===== config.mk =====
export PLATFORM = sky130hd
export DESIGN_NAME = adcss_sweep
export DESIGN_NICKNAME = d
export VERILOG_FILES = /design/src/verilog/adcss_pkg.sv /design/src/verilog/adcss_result_mem.sv /design/src/verilog/adcss_sweep.sv
export SDC_FILE = /design/constraint.sdc
export NUM_CORES = 1
export LEC_CHECK = 0
export ABC_AREA = 1
export BUFFER_PORTS_ARGS = -buffer_cell sky130_fd_sc_hd__buf_2
export CORE_MARGIN = 2
export CORE_UTILIZATION = 59
export DETAILED_ROUTE_END_ITERATION = 8
export PLACE_DENSITY = 0.91
export SYNTH_ARGS = -nofsm -noshare
export SYNTH_HDL_FRONTEND = slang
export SYNTH_SLANG_ARGS = --single-unit

===== constraint.sdc =====
create_clock -name clk -period 3.55 [get_ports clk]
set_clock_uncertainty 0.1 [all_clocks]
set_input_delay 0.355 -clock clk [delete_from_list [all_inputs] [get_ports clk]]
set_output_delay 0.355 -clock clk [all_outputs]
set_load 0.03 [all_outputs]

===== src/verilog/adcss_pkg.sv =====
package adcss_pkg;

  // Register byte offsets on the bus.
  localparam logic [7:0] OFS_CTRL0    = 8'h00;
  localparam logic [7:0] OFS_CTRL1    = 8'h04;
  localparam logic [7:0] OFS_INSEL    = 8'h08;
  localparam logic [7:0] OFS_MODE     = 8'h0c;
  localparam logic [7:0] OFS_IRQ      = 8'h10;
  localparam logic [2:0] RES_PAGE     = 3'h1;

  // Field positions inside the registers.
  localparam int unsigned START_BIT  = 0;
  localparam int unsigned STBY_BIT   = 0;
  localparam int unsigned RES8_BIT   = 1;
  localparam int unsigned SIZE_LSB   = 0;
  localparam int unsigned GROUP_LSB  = 2;
  localparam int unsigned REPEAT_BIT = 0;
  localparam int unsigned TRIG_LSB   = 1;
  localparam int unsigned IRQ_BIT    = 0;

  // Reset values.
  localparam logic       START_RST  = 1'b0;
  localparam logic       STBY_RST   = 1'b0;
  localparam logic       RES8_RST   = 1'b0;
  localparam logic [1:0] SIZE_RST   = 2'h0;
  localparam logic [1:0] GROUP_RST  = 2'h0;
  localparam logic       REPEAT_RST = 1'b0;
  localparam logic [1:0] TRIG_RST   = 2'h0;
  localparam logic       IRQ_RST    = 1'b0;

  // Sweep size, pin group and trigger source codes.
  localparam logic [1:0] SIZE_2     = 2'h0;
  localparam logic [1:0] SIZE_4     = 2'h1;
  localparam logic [1:0] SIZE_8     = 2'h3;
  localparam logic [1:0] GRP_HIGH   = 2'h1;
  localparam logic [3:0] HIGH_BASE  = 4'h8;
  localparam logic [1:0] TRIG_SW    = 2'h0;
  localparam logic [1:0] TRIG_TIMER = 2'h2;
  localparam logic [1:0] TRIG_EXT   = 2'h3;

  // One conversion request to the analog core.
  typedef struct packed {
    logic [3:0] channel;
    logic       eight_bit;
  } adcss_req_t;

  // One result on its way to a result register.
  typedef struct packed {
    logic [2:0] slot;
    logic [9:0] code;
  } adcss_res_t;

  typedef enum logic [2:0] {
    ADCSS_IDLE  = 3'b001,
    ADCSS_ISSUE = 3'b010,
    ADCSS_WAIT  = 3'b100
  } adcss_state_t;

endpackage


===== src/verilog/adcss_result_mem.sv =====
module adcss_result_mem (
  // Clock and reset.
  input  wire logic                clk,
  input  wire logic                arst_n,
  // Write port from the sequencer.
  input  wire logic                we,
  input  wire adcss_pkg::adcss_res_t wr,
  // Registered read port for the bus.
  input  wire logic [2:0]          rd_slot,
  output logic      [9:0]          rd_code
);

  logic [9:0] mem [8];

  // Storage has no reset, so contents are undefined until a conversion lands.
  always_ff @(posedge clk) begin
    if (we) begin
      mem[wr.slot] <= wr.code;
    end
  end

  // Read data leaves through a register.
  always_ff @(posedge clk or negedge arst_n) begin
    if (!arst_n) begin
      rd_code <= 10'h000;
    end else begin
      rd_code <= mem[rd_slot];
    end
  end

endmodule


===== src/verilog/adcss_sweep.sv =====
// Operation
// - Single sweep converts each pin of the chosen group exactly once.
// - Repeat sweep converts the group pass after pass until software stops it.
// - Ten-bit and eight-bit resolution are both offered in both sweep modes.
// - A sweep starts on software, timer event or external pin falling edge.
// - Single sweep clears the start flag itself after the last pin.
// - Repeat stops only on a zero write; single may also stop early so.
// - Each completed pass raises the interrupt flag; repeat then carries on.
// - Size and group fields pick inputs 0-1, 8-9, 0-3, 8-11, 0-5 or 0-7.
// - Result register i holds input i, or input i+8 for the high group.
// - The interrupt flag clears on acknowledge or on a software write of zero.
// - A forced stop raises no interrupt and leaves results unusable.
// - Result registers are read-only, undefined after reset.
module adcss_sweep (
  // Clock and reset.
  input  wire logic                   clk,
  input  wire logic                   arst_n,
  // AHB-Lite slave.
  input  wire logic                   hsel,
  input  wire logic [7:0]             haddr,
  input  wire logic [1:0]             htrans,
  input  wire logic                   hwrite,
  input  wire logic [2:0]             hsize,
  input  wire logic [31:0]            hwdata,
  input  wire logic                   hready,
  output logic      [31:0]            hrdata,
  output logic                        hreadyout,
  output logic                        hresp,
  // Trigger sources.
  input  wire logic                   pwm_timer_trigger,
  input  wire logic                   ext_conv_trigger_pin,
  // Analog converter core.
  output logic                        ana_start,
  output adcss_pkg::adcss_req_t       ana_req,
  input  wire logic                   ana_done,
  input  wire logic [9:0]             ana_data,
  // Interrupt request and acknowledge.
  output logic                        irq_request_flag,
  input  wire logic                   irq_ack
);

  adcss_pkg::adcss_state_t state;
  adcss_pkg::adcss_state_t next_state;
  logic       conv_start_flag;
  logic       conv_standby_bit;
  logic       res8;
  logic [1:0] sweep_size;
  logic [1:0] pin_group;
  logic       repeat_mode;
  logic [1:0] trig_src;
  logic [2:0] idx;
  logic [2:0] next_idx;
  logic       dp_valid;
  logic       dp_write;
  logic [7:0] dp_addr;
  logic [31:0] rd_q;
  logic       ext_s1;
  logic       ext_s2;
  logic       ext_s3;
  logic       ext_level;
  logic [9:0] mem_code;
  adcss_pkg::adcss_res_t mem_wr;

  // Bus decode and write strobes for the data phase.
  wire        accept    = hsel & htrans[1] & hready;
  wire        wr        = dp_valid & dp_write;
  wire        wr_ctrl0  = wr & (dp_addr == adcss_pkg::OFS_CTRL0);
  wire        wr_ctrl1  = wr & (dp_addr == adcss_pkg::OFS_CTRL1);
  wire        wr_insel  = wr & (dp_addr == adcss_pkg::OFS_INSEL);
  wire        wr_mode   = wr & (dp_addr == adcss_pkg::OFS_MODE);
  wire        wr_irq    = wr & (dp_addr == adcss_pkg::OFS_IRQ);
  wire        rd_is_res = (dp_addr[7:5] == adcss_pkg::RES_PAGE);

  // A zero written to the start flag aborts whatever is in flight.
  wire        stop_req  = wr_ctrl0 & ~hwdata[adcss_pkg::START_BIT];

  // Falling edge of the external trigger once the synchroniser has settled.
  wire        ext_agree = (ext_s2 == ext_s3);
  wire        ext_fall  = ext_agree & ~ext_s3 & ext_level;

  // Trigger selection; software trigger fires as soon as the flag is set.
  wire        trig_hit  = (trig_src == adcss_pkg::TRIG_SW)    ? 1'b1 :
                          (trig_src == adcss_pkg::TRIG_TIMER) ? pwm_timer_trigger :
                          (trig_src == adcss_pkg::TRIG_EXT)   ? ext_fall : 1'b0;
  wire        go        = conv_start_flag & conv_standby_bit & trig_hit & ~stop_req;

  // Last index of the group and whether the high bank is in use.
  wire [2:0]  last_idx  = {sweep_size, 1'b1};
  wire        high_grp  = (pin_group == adcss_pkg::GRP_HIGH) & (sweep_size <= adcss_pkg::SIZE_4);
  wire        in_wait   = (state == adcss_pkg::ADCSS_WAIT);
  wire        done_ok   = in_wait & ana_done & ~stop_req;
  wire        sweep_end = done_ok & (idx == last_idx);

  // Results land in the register of the same low index, pass after pass.
  assign mem_wr.slot = idx;
  assign mem_wr.code = res8 ? {2'b00, ana_data[7:0]} : ana_data;

  // Converted channel for a given sweep position.
  function automatic logic [3:0] chan_of(input logic [2:0] i, input logic hi);
    chan_of = hi ? (adcss_pkg::HIGH_BASE | {1'b0, i}) : {1'b0, i};
  endfunction

  // Sequencer next-state logic: ascending channels, restart or finish at the end.
  always_comb begin
    next_state = state;
    next_idx   = idx;
    case (state)
      adcss_pkg::ADCSS_IDLE: begin
        next_idx = 3'h0;
        if (go) begin
          next_state = adcss_pkg::ADCSS_ISSUE;
        end
      end
      adcss_pkg::ADCSS_ISSUE: begin
        if (stop_req) begin
          next_state = adcss_pkg::ADCSS_IDLE;
        end else begin
          next_state = adcss_pkg::ADCSS_WAIT;
        end
      end
      adcss_pkg::ADCSS_WAIT: begin
        if (stop_req) begin
          next_state = adcss_pkg::ADCSS_IDLE;
        end else if (sweep_end && repeat_mode) begin
          next_state = adcss_pkg::ADCSS_ISSUE;
          next_idx   = 3'h0;
        end else if (sweep_end) begin
          next_state = adcss_pkg::ADCSS_IDLE;
        end else if (ana_done) begin
          next_state = adcss_pkg::ADCSS_ISSUE;
          next_idx   = idx + 3'h1;
        end
      end
      default: begin
        next_state = adcss_pkg::ADCSS_IDLE;
        next_idx   = 3'h0;
      end
    endcase
  end

  // Sequencer state, index and the request held toward the analog core.
  always_ff @(posedge clk or negedge arst_n) begin
    if (!arst_n) begin
      state   <= adcss_pkg::ADCSS_IDLE;
      idx     <= 3'h0;
      ana_req <= '0;
    end else begin
      state           <= next_state;
      idx             <= next_idx;
      ana_req.channel <= chan_of(next_idx, high_grp);
      ana_req.eight_bit <= res8;
    end
  end

  // The core is started for one cycle per channel.
  assign ana_start = (state == adcss_pkg::ADCSS_ISSUE) & ~stop_req;

  // Start flag: software write wins, single sweep clears it at the end.
  always_ff @(posedge clk or negedge arst_n) begin
    if (!arst_n) begin
      conv_start_flag <= adcss_pkg::START_RST;
    end else if (wr_ctrl0) begin
      conv_start_flag <= hwdata[adcss_pkg::START_BIT];
    end else if (sweep_end && !repeat_mode) begin
      conv_start_flag <= 1'b0;
    end
  end

  // Interrupt flag: a pass end wins over an acknowledge or a clearing write.
  always_ff @(posedge clk or negedge arst_n) begin
    if (!arst_n) begin
      irq_request_flag <= adcss_pkg::IRQ_RST;
    end else if (sweep_end) begin
      irq_request_flag <= 1'b1;
    end else if (irq_ack || (wr_irq && !hwdata[adcss_pkg::IRQ_BIT])) begin
      irq_request_flag <= 1'b0;
    end
  end

  // Configuration registers.
  always_ff @(posedge clk or negedge arst_n) begin
    if (!arst_n) begin
      conv_standby_bit <= adcss_pkg::STBY_RST;
      res8             <= adcss_pkg::RES8_RST;
      sweep_size       <= adcss_pkg::SIZE_RST;
      pin_group        <= adcss_pkg::GROUP_RST;
      repeat_mode      <= adcss_pkg::REPEAT_RST;
      trig_src         <= adcss_pkg::TRIG_RST;
    end else begin
      if (wr_ctrl1) begin
        conv_standby_bit <= hwdata[adcss_pkg::STBY_BIT];
        res8             <= hwdata[adcss_pkg::RES8_BIT];
      end
      if (wr_insel) begin
        sweep_size <= hwdata[adcss_pkg::SIZE_LSB +: 2];
        pin_group  <= hwdata[adcss_pkg::GROUP_LSB +: 2];
      end
      if (wr_mode) begin
        repeat_mode <= hwdata[adcss_pkg::REPEAT_BIT];
        trig_src    <= hwdata[adcss_pkg::TRIG_LSB +: 2];
      end
    end
  end

  // Three-stage synchroniser and settled level of the external trigger pin.
  always_ff @(posedge clk or negedge arst_n) begin
    if (!arst_n) begin
      ext_s1    <= 1'b1;
      ext_s2    <= 1'b1;
      ext_s3    <= 1'b1;
      ext_level <= 1'b1;
    end else begin
      ext_s1 <= ext_conv_trigger_pin;
      ext_s2 <= ext_s1;
      ext_s3 <= ext_s2;
      if (ext_agree) begin
        ext_level <= ext_s3;
      end
    end
  end

  // Address phase capture and register read data.
  always_ff @(posedge clk or negedge arst_n) begin
    if (!arst_n) begin
      dp_valid <= 1'b0;
      dp_write <= 1'b0;
      dp_addr  <= 8'h00;
      rd_q     <= 32'h0000_0000;
    end else if (hready) begin
      dp_valid <= accept;
      dp_write <= hwrite;
      dp_addr  <= haddr;
      case (haddr)
        adcss_pkg::OFS_CTRL0: rd_q <= {31'h0, conv_start_flag};
        adcss_pkg::OFS_CTRL1: rd_q <= {30'h0, res8, conv_standby_bit};
        adcss_pkg::OFS_INSEL: rd_q <= {28'h0, pin_group, sweep_size};
        adcss_pkg::OFS_MODE:  rd_q <= {29'h0, trig_src, repeat_mode};
        adcss_pkg::OFS_IRQ:   rd_q <= {31'h0, irq_request_flag};
        default:              rd_q <= 32'h0000_0000;
      endcase
    end
  end

  // Result registers; only the sequencer writes them, bus writes are dropped.
  adcss_result_mem u_mem (
    .clk     (clk),
    .arst_n  (arst_n),
    .we      (done_ok),
    .wr      (mem_wr),
    .rd_slot (haddr[4:2]),
    .rd_code (mem_code)
  );

  // Zero wait state, always OKAY.
  assign hreadyout = 1'b1;
  assign hresp     = 1'b0;
  assign hrdata    = rd_is_res ? {22'h0, mem_code} : rd_q;
endmodule


==> results.txt, run 1 <==
Hold Fails Final Rpt -> 0
outcome -> complete, no violations
mean area per synthesized cell -> 11.2 µm²
GRT Total Usage -> 0.295
unrepaired setup endpoints after global routing -> false
TNS Setup -> 0 ns
CP startpoint kind -> flop
DRC -> 0
post-CTS setup buffers -> 0
Detail Placement HPWL -> 7160 µm
Ports -> 105
routability cong. -> 0.906
Comb power frac -> 0.090
Hold Crit Start -> ana_data[1]
CTS sink cnt -> 127
post-detailed-route count of antenna-violating nets -> 0
clock power share -> 0.455
Die Width -> 99.2 µm
Area growth syn-to-layout -> 19.5%
minimum clock period -> 2.44 ns
DR vias -> 4104
Final period util -> 0.687
maxcap violations -> 0
clock transition at the registers of the reported paths -> 0.07 ns
Syn. warnings -> 0
count of cell types in the netlist -> 35
power density cells -> 574 mW/mm²
most frequent cells in the layout -> nand2_1, edfxtp_1, buf_2
post-synthesis sequential area ratio -> 0.671
max_slew headroom -> 0.296
top post-synthesis cells by area -> edfxtp_1, dfrtp_1, nand2_1
wire length per cell -> 20.0 µm
most common cell after layout, fill and taps aside -> nand2_1
crit path launch -> dp_addr[7]
nets@finish -> 621
Least-Margin Pin Slew -> 1.06 ns
CP Capture Type -> output port
# rows -> 34
Sw Ratio -> 0.280
Die Y -> 99.2 µm
Root Buffer Master -> clkbuf_8
CP required -> 3.09 ns
grt total ovfl -> 0
crit path kind -> flop to output port
Hold/Removal Path Class -> primary input to flop
pre-CTS setup slack -> 1.26 ns
Worst Path Max Fanout -> 10
Pint -> 2.64 mW
Sw Pwr -> 1.02 mW
Diodes inserted -> 0
Flop pwr share -> 0.455
Core Region -> 0.00876 mm²
final setup fails -> 0
Yosys top cell area share -> 0.450
number of global-route vias before repair -> 4130
Syn Inst Count -> 477
CTS buffer count -> 17
Initial Utilization -> 0.610
maximum clock frequency -> 0.410 GHz
peak supply drop -> 0.385 mV
share of layout cells above drive strength 1 -> 0.211
Skew-Pair Late Insertion Delay -> 0.53 ns
worst path arrival time -> 1.99 ns
fin. max-slew vios -> 0
Yosys reg bits -> 127
P_leak -> 2.80 nW
Max H-tree Level -> 4
largest net degree at the start of global routing -> 48
RR Startpoint -> state[1]
DR iter-0 viols -> 577
drt first pass iters -> 6
first-pass GRT wire length -> 21600 µm
Port Buf Inserts -> 48
PnR worst setup slack -> 1.11 ns
final WL -> 13500 µm
DIE AREA -> 0.00983 mm²
detailed-route vias per instance -> 6.07
clk buf depth -> 2
Mapped Area -> 0.00534 mm²
leading area contributor after synthesis -> edfxtp_1
CTS tree -> built
antenna violations before repair -> 0
layout make-up:
type / count / area [µm²]
flip-flops and latches: 127 / 3580
fillers: 492 / 2380
multi-input cells: 293 / 1430
repair buffers: 76 / 500
clock buffers: 17 / 414
clock inverters: 15 / 168
inverters: 40 / 150
well taps: 108 / 135
sequential cells by signal, summed over array words and instances (netlist names):
signal and count:
res8 1, conv_standby_bit 1, repeat_mode 1, idx 2, dp_valid 1, ext_level 1
ana_req 3, ext_s3 1, u_mem.rd_code 10, pin_group 2, dp_addr 8, irq_request_flag 1
rd_q 4, conv_start_flag 1, trig_src 2, ext_s1 1, sweep_size 2, ext_s2 1
u_mem.mem 80, dp_write 1, state 3
metal layers:
metal / track usage / vias up / share of wire
li1: - / 1729 / -
met1: 0.360 / 1888 / 0.34
met2: 0.471 / 387 / 0.48
met3: 0.0787 / 100 / 0.12
met4: 0.185 / 0 / 0.060
met5: 0 / - / 0
cells by family after synthesis:
| logic type | share of synthesized area |
|---|---|
| other | 0.00141 |
| buffers and inverters | 0.0768 |
| and+or+nand+nor | 0.171 |
| muxes | 0.00843 |
| xor gates and xnor gates | 0.00164 |
| DFF | 0.671 |
| AOI/OAI and AO/OA | 0.0649 |
| adders and majority gates | 0.00468 |
critical path, cell delays in order (launching register included):
cell and delay, ns:
dfrtp_1 0.39, nor2_2 0.14, nand2_1 0.33, mux2_2 0.41, buf_2 0.18
synthesized netlist by cell type, drive strengths merged:
cell      n
clkbuf    3
ha        2
a41oi     5
nor2     41
edfxtp   80
o21ai    21
a22oi    15
o211ai    1
a21oi     3
nand3b    2
o22a      1
or2       1
nand4    15
a211oi    2
nand2   132
dfstp     5
buf      36
mux2      4
o31ai     1
xor2      1
conb      2
nand3    13
inv      40
nor3      4
a31oi     5
dfrtp    42
per-stage QoR:
step	instances	utilization	power [mW]	hold WS (ns)	cell area [µm²]
2_1_floorplan	499	-	1.91	-0.0406	5430
3_3_place_gp	624	0.639	1.97	0.246	5600
3_5_place_dp	624	0.639	1.98	0.259	5600
4_1_cts	676	0.728	3.65	0.00505	6380
5_1_grt	676	0.728	3.76	0.0194	6380
6_report	676	0.728	3.66	0.0239	6380
timing repair:
| item | CTS | global route |
|---|---|---|
| gates resized for setup | 0 | 0 |
| hold buffers | 20 | 0 |
| hold endpoints to repair | 99 | 0 |
| endpoints found under the setup margin | 0 | 0 |
worst paths after layout:
kind / endpoint / slack (ns) / cells after the start
max reg2reg: u_mem.mem[7][5] / 1.12 / 7
max in group asynchronous: u_mem.rd_code[3] / 2.24 / 2
min reg2reg: ext_s3 / 0.27 / 0
min in group asynchronous: irq_request_flag / 0.46 / 2
min: u_mem.mem[5][1] / 0.02 / 1
max: hrdata[1] / 1.11 / 4
power by group through the flow:
stage                     combinational (mW)  sequential, mW  clock [mW]
after detailed placement               0.293            1.69           0
after global routing                   0.361            1.67        1.73
after CTS                              0.317            1.66        1.67
after floorplan                        0.221            1.69           0
final                                  0.329            1.67        1.67
after global placement                 0.278            1.69           0
No activity file was read; power rests on OpenSTA's default activity.
==> inputs of run 2 (changes only) <==
CORE_UTILIZATION = 49   (was 59)
PLACE_DENSITY = 0.81   (was 0.91)
clock period = 2.2 ns   (was 3.55 ns; I/O delays follow)
==> run 2 against run 1 <==
  * The flow now finishes with violations (negative setup slack)
  * Register-to-register slack worse by 1.2 ns
  * First-iteration DRC count down 4.9%
  * Setup slack worse by 1.2 ns
  * Largest power group is now the clock network
  * Final cell count up 8.9%
  * Total power up 72%
  * Flip-flop and latch count unchanged
  * Via count up 0.76%
  * Non-clock buffer count up 28
  * Critical path depth up 3
  * Combinational power up 80%
==> results.txt, run 2 (synthesized netlist as in run 1, its figures left out) <==
Area growth syn-to-layout -> 26.4%
Die Y -> 108 µm (+9.3%)
first-pass GRT wire length -> 21700 µm (+0.22%)
CTS sink cnt -> 127 (unchanged)
final setup fails -> 30 (+30)
minimum clock period -> 2.24 ns
fin. max-slew vios -> 0 (unchanged)
Worst Path Max Fanout -> 10 (unchanged)
Core Region -> 0.0107 mm² (+23%)
Final period util -> 1.02
CP startpoint kind -> flop
area post-placement -> 0.00571 mm² (+1.9%)
most common cell after layout, fill and taps aside -> nand2_1
Skew-Pair Late Insertion Delay -> 0.53 ns (about the same)
max_slew headroom -> 0.291 (-0.00420)
CP Capture Type -> flop
detailed-route vias per instance -> 5.62 (-7.5%)
Max H-tree Level -> 4 (unchanged)
Top Registers -> u_mem.mem x80, u_mem.rd_code x10, dp_addr x8
Ports -> 105 (unchanged)
DIE AREA -> 0.0118 mm² (+20%)
power density cells -> 930 mW/mm² (+62%)
fillers -> 718 (+46%)
Diodes inserted -> 0 (unchanged)
outcome -> finished, violations left
Final Instance Area -> 0.00676 mm² (+5.8%)
CP top delay family -> simple AND/OR/NAND/NOR gates
Initial Utilization -> 0.497 (-0.112)
pre-CTS setup slack -> -0.0420 ns (-1.31 ns)
most frequent cells in the layout -> nand2_1, edfxtp_1, buf_2
Port Buf Inserts -> 48 (unchanged)
Hold/Removal Path Class -> primary input to flop
largest register by flop count -> u_mem.mem
Largest register FFs -> 80 (unchanged)
routability cong. -> 0.843 (-7.0%)
maxcap violations -> 0 (unchanged)
GRT Total Usage -> 0.253 (-0.0425)
nets@finish -> 649 (+4.5%)
maximum clock frequency -> 0.446 GHz
CP required -> 2.24 ns (-0.85 ns)
Detail Placement HPWL -> 7550 µm (+5.5%)
largest net degree at the start of global routing -> 32 (-33%)
crit path kind -> flop to flop
CTS buffer count -> 17 (unchanged)
drt first pass iters -> 5 (-1)
P_leak -> 2.95 nW (+5.2%)
peak supply drop -> 0.552 mV (+44%)
worst path bufs/invs -> 2 (+1)
DRC -> 0 (unchanged)
clk buf depth -> 2 (unchanged)
worst path arrival time -> 2.29 ns (+0.30 ns)
Hold Fails Final Rpt -> 0 (unchanged)
unrepaired setup endpoints after global routing -> true
PnR worst setup slack -> -0.0445 ns (-1.15 ns)
slowest stage delay, CP -> 0.82 ns (+0.41 ns)
Die Width -> 108 µm (+9.3%)
Slowest cell on crit path -> nor2_1
share of layout cells above drive strength 1 -> 0.223 (+0.0119)
# rows -> 38 (+12%)
Root Buffer Master -> clkbuf_8
critical-path cell list -> inv_1, nand3_1, nor2_2, nand2_2, inv_2, nand2_1, nor2_1
CTS tree -> built
wire length per cell -> 18.9 µm (-5.2%)
post-detailed-route count of antenna-violating nets -> 0 (unchanged)
failing checks -> negative setup slack
grt total ovfl -> 0 (unchanged)
antenna violations before repair -> 0 (unchanged)
final WL -> 13900 µm (+3.3%)
Least-Margin Pin Slew -> 1.06 ns (+0.00239 ns)
DR iter-0 viols -> 549 (-4.9%)
clock transition at the registers of the reported paths -> 0.06 ns (about the same)
DR vias -> 4135 (+0.76%)
number of global-route vias before repair -> 4126 (-0.097%)
-- run 2: cell types whose count changed in the layout (fill, tap and decap cells not counted), sizes merged --
cell         delta
dlygate4sd3    +15
buf            +13
inv             -9
bufinv          +5
clkbuf          +5
clkinv          -3
clkinvlp        +2
-- run 2: per-stage QoR --
step / utilization / hold slack (ns) / instances / TNS, ns / total power, mW
6_report: 0.629 / 0.0495 / 736 / -1.04 / 6.28
3_5_place_dp: 0.531 / 0.211 / 665 / -0.810 / 3.22
5_1_grt: 0.629 / 0.0608 / 736 / -5.40 / 6.46
2_1_floorplan: - / -0.176 / 499 / 0 / 3.08
4_1_cts: 0.625 / 0.0217 / 734 / -1.06 / 6.25
3_3_place_gp: 0.531 / 0.180 / 665 / 0 / 3.19
-- run 2: repair_timing --
action,4_1_cts,5_1_grt
hold endpoints to repair,113,0
buffers inserted,2,2
resized for setup,2,7
cloned,0,0
endpoints found under the setup margin,45,45
hold buffers,35,0
pin swaps,2,3
-- run 2: power breakdown --
part / switching (mW) / total, mW / internal, mW
combinational: 0.390 / 0.593 / 0.203
sequential: 0.0500 / 2.68 / 2.63
clock: 0.990 / 3.00 / 2.01
total: 1.43 / 6.28 / 4.85
-- run 2: final timing paths --
check	from	to	slack, ns	cells after the start
worst max-delay path	state[1]	u_mem.mem[7][6]	-0.04	7
worst min-delay path	ana_data[9]	u_mem.mem[5][9]	0.05	3
worst max register to register	state[1]	u_mem.mem[7][6]	-0.04	7
worst min register to register	ext_s1	ext_s2	0.26	0
max in group asynchronous	arst_n	repeat_mode	1.15	3
min in group asynchronous	arst_n	state[1]	0.21	2
-- run 2: layout make-up --
| type | count | area (µm²) | area share |
|---|---|---|---|
| well taps | 140 | 175 | 0.0259 |
| inverters | 40 | 150 | 0.0222 |
| repair buffers | 104 | 758 | 0.112 |
| multi-input cells | 293 | 1450 | 0.214 |
| clock inverters | 10 | 186 | 0.0276 |
| clock buffers | 22 | 453 | 0.0670 |
| flip-flops and latches | 127 | 3580 | 0.531 |
-- run 2: worst reg2reg max path, delay by kind of cell (launching register included) --
family / cells / cell delay (ns)
and+or+nand+nor: 5 / 1.25
DFF: 1 / 0.38
buffers and inverters: 2 / 0.13
-- run 2: metal layers --
metal	vias to the layer above	track usage	wire, µm
met5	-	0	0
met2	310	0.431	7160
met3	68	0.0705	1260
li1	1787	-	-
met4	0	0.135	553
met1	1970	0.289	4970
==> inputs of run 3 (changes only) <==
CORE_UTILIZATION = 55   (was 49)
PLACE_DENSITY = 0.86   (was 0.81)
clock period = 2.13 ns   (was 2.2 ns; I/O delays follow)
==> run 3 against run 2 <==
  * The flow still finishes with violations (negative setup slack)
  * Core utilization is 9.5 points higher
  * Count of clock-buffer cells in the layout is 5 lower
  * Clock power is 6% lower
  * Register-to-register slack hardly changed
  * Hold slack better by 0.050 ns
  * Global-route usage rose by 3.3 points
  * Total power down 0.33%
  * Non-clock buffer count up 8
  * Design area about the same
  * Highest routed layer unchanged
==> results.txt, run 3 (synthesized netlist as in run 1, its figures left out) <==
outcome -> finished, violations left
failing checks -> negative setup slack
Core Region -> 0.00933 mm² (-13%)
fin. max-slew vios -> 0 (unchanged)
Top Registers -> u_mem.mem x80, u_mem.rd_code x10, dp_addr x8
share of layout cells above drive strength 1 -> 0.240 (+0.0169)
Least-Margin Pin Slew -> 0.741 ns (-0.318 ns)
most common cell after layout, fill and taps aside -> nand2_1
CP startpoint kind -> flop
Sw Pwr -> 1.64 mW (+15%)
Flop pwr share -> 0.444 (+0.017)
Worst Hold Depth -> 3 (unchanged)
largest net degree at the start of global routing -> 31 (-3.1%)
DR iter-0 viols -> 645 (+17%)
Die Y -> 103 µm (-5.4%)
clock transition at the registers of the reported paths -> 0.07 ns (about the same)
DR vias -> 4387 (+6.1%)
area of the multi-input gates -> 0.00146 mm² (+1.0%)
Ports -> 105 (unchanged)
CTS sink cnt -> 127 (unchanged)
crit path capture -> u_mem.mem[5][4]
PnR worst setup slack -> -0.0516 ns (-0.00706 ns)
TNS Setup -> -0.687 ns (+0.350 ns)
Max H-tree Level -> 4 (unchanged)
fillers -> 499 (-31%)
largest register by flop count -> u_mem.mem
Pint -> 4.62 mW (-4.8%)
Final Instance Area -> 0.00675 mm² (about the same)
CP required -> 2.19 ns (-0.05 ns)
worst path arrival time -> 2.24 ns (-0.05 ns)
nets@finish -> 657 (+1.2%)
CTS buffer count -> 17 (unchanged)
final setup fails -> 20 (-33%)
Final period util -> 1.02 (+0.00398)
Area growth syn-to-layout -> 26.4% (about the same)
crit path launch -> state[1]
first-pass GRT wire length -> 21900 µm (+1.0%)
minimum clock period -> 2.18 ns (-0.0629 ns)
reg-to-reg slack, setup -> -0.05 ns (about the same)
Port Buf Inserts -> 48 (unchanged)
grt total ovfl -> 0 (unchanged)
number of global-route vias before repair -> 4207 (+2.0%)
Detail Placement HPWL -> 7630 µm (+1.0%)
crit path kind -> flop to flop
placed cells -> 655 (-1.5%)
Tot Pwr -> 6.26 mW (-0.33%)
maxcap violations -> 0 (unchanged)
GRT Total Usage -> 0.286 (+0.0334)
Hold/Removal Path Class -> primary input to flop
final WL -> 15200 µm (+9.3%)
Initial Utilization -> 0.573 (+0.0756)
fin util -> 0.724 (+0.0954)
wire length per cell -> 20.8 µm (+9.6%)
Worst Path Max Fanout -> 10 (unchanged)
Worst Hold Margin -> 0.100 ns (+0.0504 ns)
pre-CTS setup slack -> -0.158 ns (-0.116 ns)
power density cells -> 927 mW/mm² (-0.31%)
area post-placement -> 0.00570 mm² (-0.11%)
r2r worst-path depth -> 7 (unchanged)
peak supply drop -> 0.553 mV (about the same)
register area -> 0.00358 mm² (unchanged)
DRC -> 0 (unchanged)
Hold Fails Final Rpt -> 0 (unchanged)
drt first pass iters -> 6 (+1)
most frequent cells in the layout -> nand2_1, edfxtp_1, buf_2
clock power share -> 0.452 (-0.026)
Die Width -> 103 µm (-5.4%)
Largest register FFs -> 80 (unchanged)
maximum clock frequency -> 0.458 GHz (+2.9%)
CP Capture Type -> flop
routability cong. -> 0.910 (+8.0%)
RR Startpoint -> state[1]
Root Buffer Master -> clkbuf_8
Skew-Pair Late Insertion Delay -> 0.53 ns (about the same)
CTS tree -> built
# rows -> 35 (-7.9%)
antenna violations before repair -> 1 (+1)
DIE AREA -> 0.0105 mm² (-11%)
P_leak -> 2.96 nW (+0.56%)
post-detailed-route count of antenna-violating nets -> 0 (unchanged)
max_slew headroom -> 0.506 (+0.215)
Sw Ratio -> 0.262 (+0.0345)
detailed-route vias per instance -> 5.98 (+6.4%)
reg-to-reg endpoint -> u_mem.mem[5][4]
non-filler cells, final -> 734 (-0.27%)
clk buf depth -> 2 (unchanged)
unrepaired setup endpoints after global routing -> true
Comb power frac -> 0.104 (+0.010)
[run 3: cell types whose count changed in the layout (fill, tap and decap cells not counted), moves of 2 or more]
cell	before	now
buf_4	20	27
inv_6	0	6
nor2_1	34	30
nor2_2	4	8
bufinv_16	5	2
clkbuf_1	3	0
clkbuf_8	3	1
clkinv_1	0	2
[run 3: repair_timing]
action,in CTS,in global routing
resized for setup,5,8
pin swaps,4,5
setup buffers,2,8
hold endpoints to repair,113,0
hold buffers,36,0
setup endpoints to repair,45,45
[run 3: routing by layer]
metal	wire length (µm)	part of all wire	GRT usage	vias up
met4	1030	0.067	0.188	0
met5	0	0	0	-
li1	-	-	-	1807
met1	5280	0.35	0.341	2032
met3	1860	0.12	0.0786	114
met2	7080	0.46	0.460	434
[run 3: how the worst min path moves through the flow]
stage	from	to	slack, ns
after floorplan	arst_n	ana_req[0]	-0.18
after global placement	arst_n	state[2]	0.16
after detailed placement	arst_n	state[2]	0.18
after CTS	ana_data[8]	u_mem.mem[6][8]	0.07
after global routing	ana_data[9]	u_mem.mem[0][9]	0.11
final	ana_data[9]	u_mem.mem[0][9]	0.1
[run 3: power by group through the flow]
| stage | registers [mW] | clock network [mW] | logic (mW) |
|---|---|---|---|
| global route | 2.79 | 2.92 | 0.701 |
| global placement | 2.81 | 0 | 0.485 |
| CTS | 2.77 | 2.77 | 0.582 |
| finish | 2.78 | 2.83 | 0.651 |
| detailed placement | 2.82 | 0 | 0.513 |
| floorplan | 2.81 | 0 | 0.369 |
[run 3: worst max-delay path, cell delays in order, from the launching register on]
cell	delay (ns)
dfrtp_1	0.40
inv_1	0.10
nand3_1	0.17
nor2_2	0.19
nand2_2	0.09
inv_2	0.06
nand2_1	0.13
nor2_2	0.57
[run 3: final cells by class]
| class | instances | share of cell area |
|---|---|---|
| diodes | 1 | 0.000371 |
| inverters | 40 | 0.0222 |
| clock buffers | 17 | 0.0613 |
| flip-flops and latches | 127 | 0.531 |
| multi-input cells | 293 | 0.217 |
| repair buffers | 112 | 0.122 |
| well taps | 129 | 0.0239 |
| clock inverters | 15 | 0.0233 |
